File: src/rtl/pwmart_pkg.sv
package pwmart_pkg;

  // register offsets on the 8-bit port
  localparam logic [7:0] OFS_DUTY_CH3 = 8'h31;
  localparam logic [7:0] OFS_DUTY_CH2 = 8'h32;
  localparam logic [7:0] OFS_DUTY_CH1 = 8'h33;
  localparam logic [7:0] OFS_DUTY_CH0 = 8'h34;
  localparam logic [7:0] OFS_PWM_CTRL = 8'h35;
  localparam logic [7:0] OFS_TIMER_CS = 8'h36;
  localparam logic [7:0] OFS_COUNTER = 8'h37;
  localparam logic [7:0] OFS_RELOAD = 8'h38;
  localparam logic [7:0] OFS_CAPTURE_CS = 8'h39;
  localparam logic [7:0] OFS_CAPTURE_1 = 8'h3A;
  localparam logic [7:0] OFS_CAPTURE_2 = 8'h3B;

  // timer control/status field positions
  localparam int BIT_EXT_CLOCK_SELECT = 7;
  localparam int BIT_PRESCALE_HI = 6;
  localparam int BIT_PRESCALE_LO = 4;
  localparam int BIT_COUNTER_RUN = 3;
  localparam int BIT_FORCE_RELOAD = 2;
  localparam int BIT_OVERFLOW_IRQ_ENABLE = 1;
  localparam int BIT_OVERFLOW_FLAG = 0;

  // pwm output control fields
  localparam int BIT_OUT_ENABLE_LO = 4;
  localparam int BIT_POLARITY_LO = 0;

  // capture control/status fields
  localparam int BIT_CAPTURE_EDGE_LO = 4;
  localparam int BIT_CAPTURE_IRQ_LO = 2;
  localparam int BIT_CAPTURE_FLAG_LO = 0;

  // values after reset, and the counter top
  localparam logic [7:0] RESET_BYTE = 8'h00;
  localparam logic [6:0] RESET_PRESCALER = 7'h00;
  localparam logic [7:0] COUNTER_TOP = 8'hFF;

  // input synchroniser depth (pin inputs)
  localparam int SYNC_STAGES = 3;

  // register bus request carried as one bundle
  typedef struct packed {
    logic [7:0] addr;
    logic [7:0] wdata;
    logic wr;
    logic rd;
  } pwmart_bus_s;

endpackage

File: src/rtl/pwmart_timer.sv
// The implementer's own choice: the strobed register port.
`timescale 1ns/100ps
module pwmart_timer #(
  parameter int CHANNELS = 4,
  parameter int CAPTURES = 2
) (
  input wire logic clock,
  input wire logic rst,
  input wire logic [7:0] reg_addr,
  input wire logic [7:0] reg_wdata,
  input wire logic reg_wr,
  input wire logic reg_rd,
  output logic [7:0] reg_rdata,
  input wire logic ext_clock_in,
  input wire logic [CAPTURES-1:0] capture_in_pin,
  output logic [CHANNELS-1:0] pwm_out_pin,
  output logic [CHANNELS-1:0] pwm_out_pin_oe,
  output logic overflow_irq,
  output logic [CAPTURES-1:0] capture_irq
);

  // elaboration check: register map has fixed lanes
  if (CHANNELS != 4 || CAPTURES != 2)
  begin : g_bad_param
    $error("pwmart_timer supports four channels and two captures only");
  end

  ////////////////////////////////////////////////////////////////////////
  // bus bundle and register storage
  pwmart_pkg::pwmart_bus_s bus; // incoming request
  assign bus = '{addr: reg_addr, wdata: reg_wdata, wr: reg_wr, rd: reg_rd};

  logic [7:0] duty_cycle_reg_r [CHANNELS]; // software duty values
  logic [7:0] compare_shadow_r [CHANNELS]; // hidden compare copies
  logic [CHANNELS-1:0] out_enable_r; // pin enables
  logic [CHANNELS-1:0] channel_polarity_r; // per-channel polarity
  logic ext_clock_select_r; // prescaler source
  logic [2:0] prescale_select_r; // tap select
  logic counter_run_r; // count enable
  logic overflow_irq_enable_r; // overflow irq mask
  logic overflow_flag_r; // sticky overflow
  logic [7:0] counter_r; // live counter
  logic [7:0] reload_bits_r; // auto-reload value
  logic [6:0] prescaler_r; // 7-bit prescaler
  logic [CAPTURES-1:0] capture_edge_r; // 1 rising, 0 falling
  logic [CAPTURES-1:0] capture_irq_enable_r; // capture irq masks
  logic [CAPTURES-1:0] capture_flag_r; // sticky capture flags
  logic [7:0] capture_bits_r [CAPTURES]; // latched counter values
  logic [CHANNELS-1:0] pwm_level_r; // raw waveform before polarity

  // address decode shared by reads and writes
  function automatic logic hit(input logic [7:0] a, input logic [7:0] ofs);
    hit = (a == ofs);
  endfunction

  ////////////////////////////////////////////////////////////////////////
  // pin synchronisers: three flops, change seen once stages 2 and 3 agree
  logic [pwmart_pkg::SYNC_STAGES-1:0] ext_sync_r; // external clock chain
  logic ext_level_r; // filtered external clock level
  logic ext_level_d_r; // previous filtered level

  always_ff @(posedge clock)
  begin
    // reset leaves the line low so no false edge appears
    if (rst)
    begin
      ext_sync_r <= '0;
      ext_level_r <= 1'b0;
      ext_level_d_r <= 1'b0;
    end
    else
    begin
      ext_sync_r <= {ext_sync_r[1:0], ext_clock_in};
      // second and third agree: accept new level
      if (ext_sync_r[1] == ext_sync_r[2])
      begin
        ext_level_r <= ext_sync_r[2];
      end
      ext_level_d_r <= ext_level_r;
    end
  end

  logic [pwmart_pkg::SYNC_STAGES-1:0] cap_sync_r [CAPTURES]; // capture chains
  logic [CAPTURES-1:0] cap_level_r; // filtered capture levels
  logic [CAPTURES-1:0] cap_edge; // selected edge seen this cycle

  for (genvar c = 0; c < CAPTURES; c++)
  begin : g_cap_sync
    always_ff @(posedge clock)
    begin
      // filter each capture pin the same way as the external clock
      if (rst)
      begin
        cap_sync_r[c] <= '0;
        cap_level_r[c] <= 1'b0;
      end
      else
      begin
        cap_sync_r[c] <= {cap_sync_r[c][1:0], capture_in_pin[c]};
        if (cap_sync_r[c][1] == cap_sync_r[c][2])
        begin
          cap_level_r[c] <= cap_sync_r[c][2];
        end
      end
    end
    // edge polarity chosen per channel
    assign cap_edge[c] = (cap_sync_r[c][1] == cap_sync_r[c][2]) && (cap_sync_r[c][2] != cap_level_r[c]) &&
                         (cap_sync_r[c][2] == capture_edge_r[c]);
  end

  ////////////////////////////////////////////////////////////////////////
  // prescaler and counter tick
  logic input_tick; // one prescaler input event
  logic [7:0] div_mask; // low bits that must be all ones
  logic count_tick; // counter advances this cycle
  logic overflow; // counter rolls over this cycle
  logic wr_timer_cs; // write to control/status
  logic wr_counter; // write to counter access
  logic force_reload; // forced reload request

  assign wr_timer_cs = bus.wr && hit(bus.addr, pwmart_pkg::OFS_TIMER_CS);
  assign wr_counter = bus.wr && hit(bus.addr, pwmart_pkg::OFS_COUNTER);
  assign force_reload = wr_timer_cs && bus.wdata[pwmart_pkg::BIT_FORCE_RELOAD];
  // rising edge of filtered external clock, or every cpu cycle
  assign input_tick = ext_clock_select_r ? (ext_level_r && !ext_level_d_r) : 1'b1;
  assign div_mask = 8'((9'h001 << prescale_select_r) - 9'h001);
  // tap n fires when the low n prescaler bits are all ones
  assign count_tick = counter_run_r && input_tick &&
                      ((({1'b0, prescaler_r} & div_mask) == div_mask));
  assign overflow = count_tick && (counter_r == pwmart_pkg::COUNTER_TOP);

  always_ff @(posedge clock)
  begin
    // prescaler frozen while stopped; cleared by forced reload or counter write
    if (rst)
    begin
      prescaler_r <= pwmart_pkg::RESET_PRESCALER;
    end
    else if (force_reload || wr_counter)
    begin
      prescaler_r <= pwmart_pkg::RESET_PRESCALER;
    end
    else if (counter_run_r && input_tick)
    begin
      prescaler_r <= 7'(prescaler_r + 7'h01);
    end
  end

  always_ff @(posedge clock)
  begin
    // software writes win over the running count
    if (rst)
    begin
      counter_r <= pwmart_pkg::RESET_BYTE;
    end
    else if (force_reload)
    begin
      counter_r <= reload_bits_r;
    end
    else if (wr_counter)
    begin
      counter_r <= bus.wdata;
    end
    else if (overflow)
    begin
      counter_r <= reload_bits_r;
    end
    else if (count_tick)
    begin
      counter_r <= 8'(counter_r + 8'h01);
    end
  end

  ////////////////////////////////////////////////////////////////////////
  // control registers
  always_ff @(posedge clock)
  begin
    // timer control fields; force reload is not stored
    if (rst)
    begin
      ext_clock_select_r <= 1'b0;
      prescale_select_r <= 3'h0;
      counter_run_r <= 1'b0;
      overflow_irq_enable_r <= 1'b0;
      reload_bits_r <= pwmart_pkg::RESET_BYTE;
    end
    else
    begin
      if (wr_timer_cs)
      begin
        ext_clock_select_r <= bus.wdata[pwmart_pkg::BIT_EXT_CLOCK_SELECT];
        prescale_select_r <= bus.wdata[pwmart_pkg::BIT_PRESCALE_HI:pwmart_pkg::BIT_PRESCALE_LO];
        counter_run_r <= bus.wdata[pwmart_pkg::BIT_COUNTER_RUN];
        overflow_irq_enable_r <= bus.wdata[pwmart_pkg::BIT_OVERFLOW_IRQ_ENABLE];
      end
      if (bus.wr && hit(bus.addr, pwmart_pkg::OFS_RELOAD))
      begin
        reload_bits_r <= bus.wdata;
      end
    end
  end

  always_ff @(posedge clock)
  begin
    // overflow flag: a new overflow beats a clearing read
    if (rst)
    begin
      overflow_flag_r <= 1'b0;
    end
    else if (overflow)
    begin
      overflow_flag_r <= 1'b1;
    end
    else if (bus.rd && hit(bus.addr, pwmart_pkg::OFS_TIMER_CS))
    begin
      overflow_flag_r <= 1'b0;
    end
  end

  always_ff @(posedge clock)
  begin
    // pwm control register: output enables and polarity
    if (rst)
    begin
      out_enable_r <= '0;
      channel_polarity_r <= '0;
    end
    else if (bus.wr && hit(bus.addr, pwmart_pkg::OFS_PWM_CTRL))
    begin
      out_enable_r <= bus.wdata[pwmart_pkg::BIT_OUT_ENABLE_LO +: CHANNELS];
      channel_polarity_r <= bus.wdata[pwmart_pkg::BIT_POLARITY_LO +: CHANNELS];
    end
  end

  always_ff @(posedge clock)
  begin
    // capture control fields; flags are handled per channel
    if (rst)
    begin
      capture_edge_r <= '0;
      capture_irq_enable_r <= '0;
    end
    else if (bus.wr && hit(bus.addr, pwmart_pkg::OFS_CAPTURE_CS))
    begin
      capture_edge_r <= bus.wdata[pwmart_pkg::BIT_CAPTURE_EDGE_LO +: CAPTURES];
      capture_irq_enable_r <= bus.wdata[pwmart_pkg::BIT_CAPTURE_IRQ_LO +: CAPTURES];
    end
  end

  ////////////////////////////////////////////////////////////////////////
  // pwm channels: duty at 34h is channel 0 down to 31h for channel 3
  for (genvar ch = 0; ch < CHANNELS; ch++)
  begin : g_channel
    localparam logic [7:0] DUTY_OFS = 8'(pwmart_pkg::OFS_DUTY_CH0 - ch);
    always_ff @(posedge clock)
    begin
      // shadow only moves on overflow so a duty change never glitches
      if (rst)
      begin
        duty_cycle_reg_r[ch] <= pwmart_pkg::RESET_BYTE;
        compare_shadow_r[ch] <= pwmart_pkg::RESET_BYTE;
        pwm_level_r[ch] <= 1'b0;
      end
      else
      begin
        if (bus.wr && hit(bus.addr, DUTY_OFS))
        begin
          duty_cycle_reg_r[ch] <= bus.wdata;
        end
        if (overflow)
        begin
          compare_shadow_r[ch] <= duty_cycle_reg_r[ch];
        end
        // same one-cycle lag on every count, reload too, so no count is shown twice
        pwm_level_r[ch] <= (counter_r <= compare_shadow_r[ch]);
      end
    end
  end

  always_ff @(posedge clock)
  begin
    // polarity applied on the output flop so a change shows next cycle
    if (rst)
    begin
      pwm_out_pin <= '0;
      pwm_out_pin_oe <= '0;
    end
    else
    begin
      pwm_out_pin <= (pwm_level_r ^ channel_polarity_r) & out_enable_r;
      pwm_out_pin_oe <= out_enable_r;
    end
  end

  ////////////////////////////////////////////////////////////////////////
  // input capture
  for (genvar c = 0; c < CAPTURES; c++)
  begin : g_capture
    localparam logic [7:0] CAP_OFS = 8'(pwmart_pkg::OFS_CAPTURE_1 + c);
    always_ff @(posedge clock)
    begin
      // value is locked while the flag is up; an edge in the cycle of the clearing read is lost
      if (rst)
      begin
        capture_flag_r[c] <= 1'b0;
        capture_bits_r[c] <= pwmart_pkg::RESET_BYTE;
      end
      else if (cap_edge[c] && !capture_flag_r[c])
      begin
        capture_flag_r[c] <= 1'b1;
        capture_bits_r[c] <= counter_r;
      end
      else if (bus.rd && hit(bus.addr, CAP_OFS))
      begin
        capture_flag_r[c] <= 1'b0;
      end
    end
  end

  always_ff @(posedge clock)
  begin
    // interrupt lines are registered masked flags
    if (rst)
    begin
      overflow_irq <= 1'b0;
      capture_irq <= '0;
    end
    else
    begin
      overflow_irq <= overflow_flag_r && overflow_irq_enable_r;
      capture_irq <= capture_flag_r & capture_irq_enable_r;
    end
  end

  ////////////////////////////////////////////////////////////////////////
  // read data, one cycle after the strobe
  logic [7:0] rd_mux; // selected read value
  always_comb
  begin
    // unmapped addresses read zero
    rd_mux = 8'h00;
    case (1'b1)
      hit(bus.addr, pwmart_pkg::OFS_DUTY_CH3): rd_mux = duty_cycle_reg_r[3];
      hit(bus.addr, pwmart_pkg::OFS_DUTY_CH2): rd_mux = duty_cycle_reg_r[2];
      hit(bus.addr, pwmart_pkg::OFS_DUTY_CH1): rd_mux = duty_cycle_reg_r[1];
      hit(bus.addr, pwmart_pkg::OFS_DUTY_CH0): rd_mux = duty_cycle_reg_r[0];
      hit(bus.addr, pwmart_pkg::OFS_PWM_CTRL): rd_mux = {out_enable_r, channel_polarity_r};
      // force reload position always returns zero
      hit(bus.addr, pwmart_pkg::OFS_TIMER_CS):
        rd_mux = {ext_clock_select_r, prescale_select_r, counter_run_r, 1'b0,
                  overflow_irq_enable_r, overflow_flag_r};
      hit(bus.addr, pwmart_pkg::OFS_COUNTER): rd_mux = counter_r;
      hit(bus.addr, pwmart_pkg::OFS_RELOAD): rd_mux = reload_bits_r;
      hit(bus.addr, pwmart_pkg::OFS_CAPTURE_CS):
        rd_mux = {2'b00, capture_edge_r, capture_irq_enable_r, capture_flag_r};
      hit(bus.addr, pwmart_pkg::OFS_CAPTURE_1): rd_mux = capture_bits_r[0];
      hit(bus.addr, pwmart_pkg::OFS_CAPTURE_2): rd_mux = capture_bits_r[1];
      default: rd_mux = 8'h00;
    endcase
  end

  always_ff @(posedge clock)
  begin
    // data stands only in the cycle after the read strobe
    if (rst)
    begin
      reg_rdata <= pwmart_pkg::RESET_BYTE;
    end
    else
    begin
      reg_rdata <= bus.rd ? rd_mux : 8'h00;
    end
  end

endmodule

File: config.mk
export PLATFORM = sky130hd
export DESIGN_NAME = pwmart_timer
export DESIGN_NICKNAME = d
export VERILOG_FILES = /design/src/rtl/pwmart_pkg.sv /design/src/rtl/pwmart_timer.sv
export SDC_FILE = /design/constraint.sdc
export NUM_CORES = 1
export LEC_CHECK = 0
export BUFFER_PORTS_ARGS = -buffer_cell sky130_fd_sc_hd__buf_2
export CORE_ASPECT_RATIO = 0.75
export CORE_UTILIZATION = 40
export DETAILED_ROUTE_END_ITERATION = 10
export GPL_TIMING_DRIVEN = 1
export PLACE_DENSITY = 0.56
export SKIP_CTS_REPAIR_TIMING = 1
export SYNTH_ARGS = -nofsm -noshare
export SYNTH_HDL_FRONTEND = slang
export SYNTH_SLANG_ARGS = --single-unit
File: constraint.sdc
create_clock -name clock -period 4.83 [get_ports clock]
set_input_delay 0.2415 -clock clock [delete_from_list [all_inputs] [get_ports clock]]
set_output_delay 0.2415 -clock clock [all_outputs]
set_load 0.01 [all_outputs]
==> out/qor.yml <==
timing:
  setup_tns_ps: 0
  period_needed_ps: 2510
  setup_violations: 0
  fmaxAchievable_mhz: 399
  relSlewSlack: 0.275
  min_period_over_period: 0.519
  worst_pin_slew_ps: 1080
  rsz0062_at_grt: "false"
  hold_viol_final: 0
  fin_skew_ps: 11.7
  finalMaxSlewViolations: 0
global_route:
  grtUsageMet2: 0.331
  grt_util_met3: 0.0678
  grt_overflow: 0
  grt_usage: 0.236
  grt_pass1_vias: 5402
  grt_pass1_wl_microns: 34000
  antenna_found_initial: 2
  met1_usage: 0.352
  busiest_layer: "met1"
  grt_max_degree: 50
finish:
  fill_cells: 1790
  multiInputGateArea_sq_um: 3590
  regArea_sq_um: 4000
  area_delta_synth_final_pct: 13.0
  final_nets: 854
  final_cells: 1063
  final_util: 0.460
  postLayoutCellArea_sq_um: 8890
  n_antenna_cell: 0
  drive_gt1_frac: 0.138
worst_setup_path:
  worst-r2r-setup-slack_ps: 2320
  ff2ff_path_depth: 5
  cp_num_buf_inv: 1
  critical_path.max_fanout: 32
  critPathArrivalTime_ps: 2580
  slowest_delay_ps: 700
  crit_chain: "ha_1 > and4_1 > nand3_4 > nand2_1 > buf_4"
  path_class: "reg -> reg"
  critPathCaptureType: "flip-flop"
  worst_setup_path_start_kind: "flip-flop"
  crit_family: "flip-flops"
  r2r_start: "counter_r[1]"
  crit_slowest_cell: "dfxtp_1"
  required_ps: 4910
  reg2reg_to: "compare_shadow_r[2][5]"
clock_tree:
  cts_tree: "yes"
  cts_made_buffers: 17
  cts_num_sinks: 160
  clock_path_buffers: 2
  clk_pin_slew_worst_paths_ps: 70
  cts_root_buf: "clkbuf_16"
  clock_latency_ps: 430
  h-tree-depth: 4
yosys:
  ys_types: 66
  yosysSeqAreaShare: 0.509
  yosys-top-cells-count: "82 x and2_1, 80 x dfxtp_1, 80 x edfxtp_1, 69 x nor2_1, 48 x nand2_1"
  synth_cells: 766
  synth_top_area_share: 0.305
  synthTopCellsByArea: "edfxtp_1 31%, dfxtp_1 20%, and2_1 6.5%"
  yosysTopAreaCell: "edfxtp_1"
  synth_edf_count: 80
  yosys_register_bits: 160
  syn_nets: 823
  netlist_area_sq_um: 7870
  ys.flop_type: "edfxtp_1"
  async_flop_share: 0
  yosys_warnings: 0
  yosysMostFrequentCell: "and2_1"
  syn_avg_cell_area_sq_um: 10.3
detailed_routing:
  drt_pass1_iterations: 7
  wl_per_cell_microns: 21.4
  vias: 5871
  routed_via_density: 5.52
  ant_nets: 0
  drc: 0
  wl_microns: 22800
  first_iter_violations: 551
placement:
  placed_cells: 1031
  hpwl_microns: 16500
  post_dp_cell_area_sq_um: 8280
  routabilityCongestion: 0.926
  io_buffers: 41
run:
  cap_violations: 0
pwr:
  p_per_area_nw_per_um2: 341
  p_leak_nw: 3.56
  ir_worst_vdd_v: 0.000177
  totalPowerFinal_w: 0.00303
die:
  die_h_microns: 123
  io_pins: 42
  core_sq_um: 19300
  initial_core_util: 0.407
  die-area_sq_um: 20200
  num_rows: 44
  die_w_microns: 164
hold_path:
  hold_path.class: "in -> reg"
  holdPathStages: 2
  hold_path_startpoint: "capture_in_pin[0]"
  hold_end: "cap_sync_r[0][0]"
outcome:
  status: "finished, final reports clean"
per-stage QoR:
stage                     hold WS (ps)  setup slack, ps
after floorplan                    370             2530
final                             13.5             2320
after global routing              9.74             2160
after CTS                        -4.69             2330
after detailed placement           421             2220
after global placement             422             2280
power breakdown:
group | internal [W] | leakage (nW) | total (W) | switching (W)
Combinational | 0.0000435 | 1.84 | 0.000152 | 0.000109
Sequential | 0.00146 | 1.42 | 0.00149 | 0.0000264
Clock | 0.000748 | 0.298 | 0.00139 | 0.000643
Total | 0.00225 | 3.56 | 0.00303 | 0.000778
final cells by class:
type,count,area share
flip-flops and latches,160,0.450
clock inverters,15,0.0212
well taps,253,0.0356
inverters,37,0.0156
multi-input cells,536,0.403
repair buffers,45,0.0264
clock buffers,17,0.0478
worst max path at each step:
stage	startpoint	end	slack, ps	cells after the start
detailed placement	reg_addr[1]	counter_r[1]	2220	7
global route	counter_r[3]	compare_shadow_r[2][0]	2160	6
global placement	reg_addr[1]	counter_r[1]	2280	7
floorplan	counter_r[2]	compare_shadow_r[0][0]	2530	6
CTS	counter_r[1]	compare_shadow_r[2][6]	2330	5
finish	counter_r[1]	compare_shadow_r[2][5]	2320	5
cells in the final DEF (no fill, tap or decap), drive strengths merged, types with 4 or more instances in the layout:
cell type / instances
and2: 82
a21boi: 4
mux2: 8
clkbuf: 17
dfxtp: 80
buf: 45
nand4: 8
nand2: 51
a21oi: 45
inv: 44
a22oi: 11
nand3: 17
a21o: 8
and3: 11
xnor2: 5
o22ai: 12
mux2i: 35
edfxtp: 80
a211oi: 4
nor3: 13
nor2b: 24
clkinv: 6
nor2: 71
o21ai: 41
xor2: 8
ha: 34
nand2b: 5
state kept, by name (all words and copies together), names as in the netlist, 3 cells and up:
register / cells
pwm_level_r: 4
pwm_out_pin: 4
prescaler_r: 7
capture_bits_r: 16
cap_sync_r: 6
duty_cycle_reg_r: 32
reload_bits_r: 8
reg_rdata: 8
out_enable_r: 4
ext_sync_r: 3
channel_polarity_r: 4
pwm_out_pin_oe: 4
prescale_select_r: 3
compare_shadow_r: 32
counter_r: 8
logic make-up after synthesis:
group | synth area share
simple gates | 0.207
buf+inv | 0.0356
compound gates | 0.118
mux | 0.0617
fa+ha+maj | 0.0541
xor+xnor | 0.0145
flops | 0.509
metal layers:
metal / up-vias / part of all wire
met5: - / 0
met4: 0 / 0.013
met3: 24 / 0.082
met2: 231 / 0.41
met1: 2847 / 0.49
li1: 2769 / -
(Power assumes the default switching activity.)
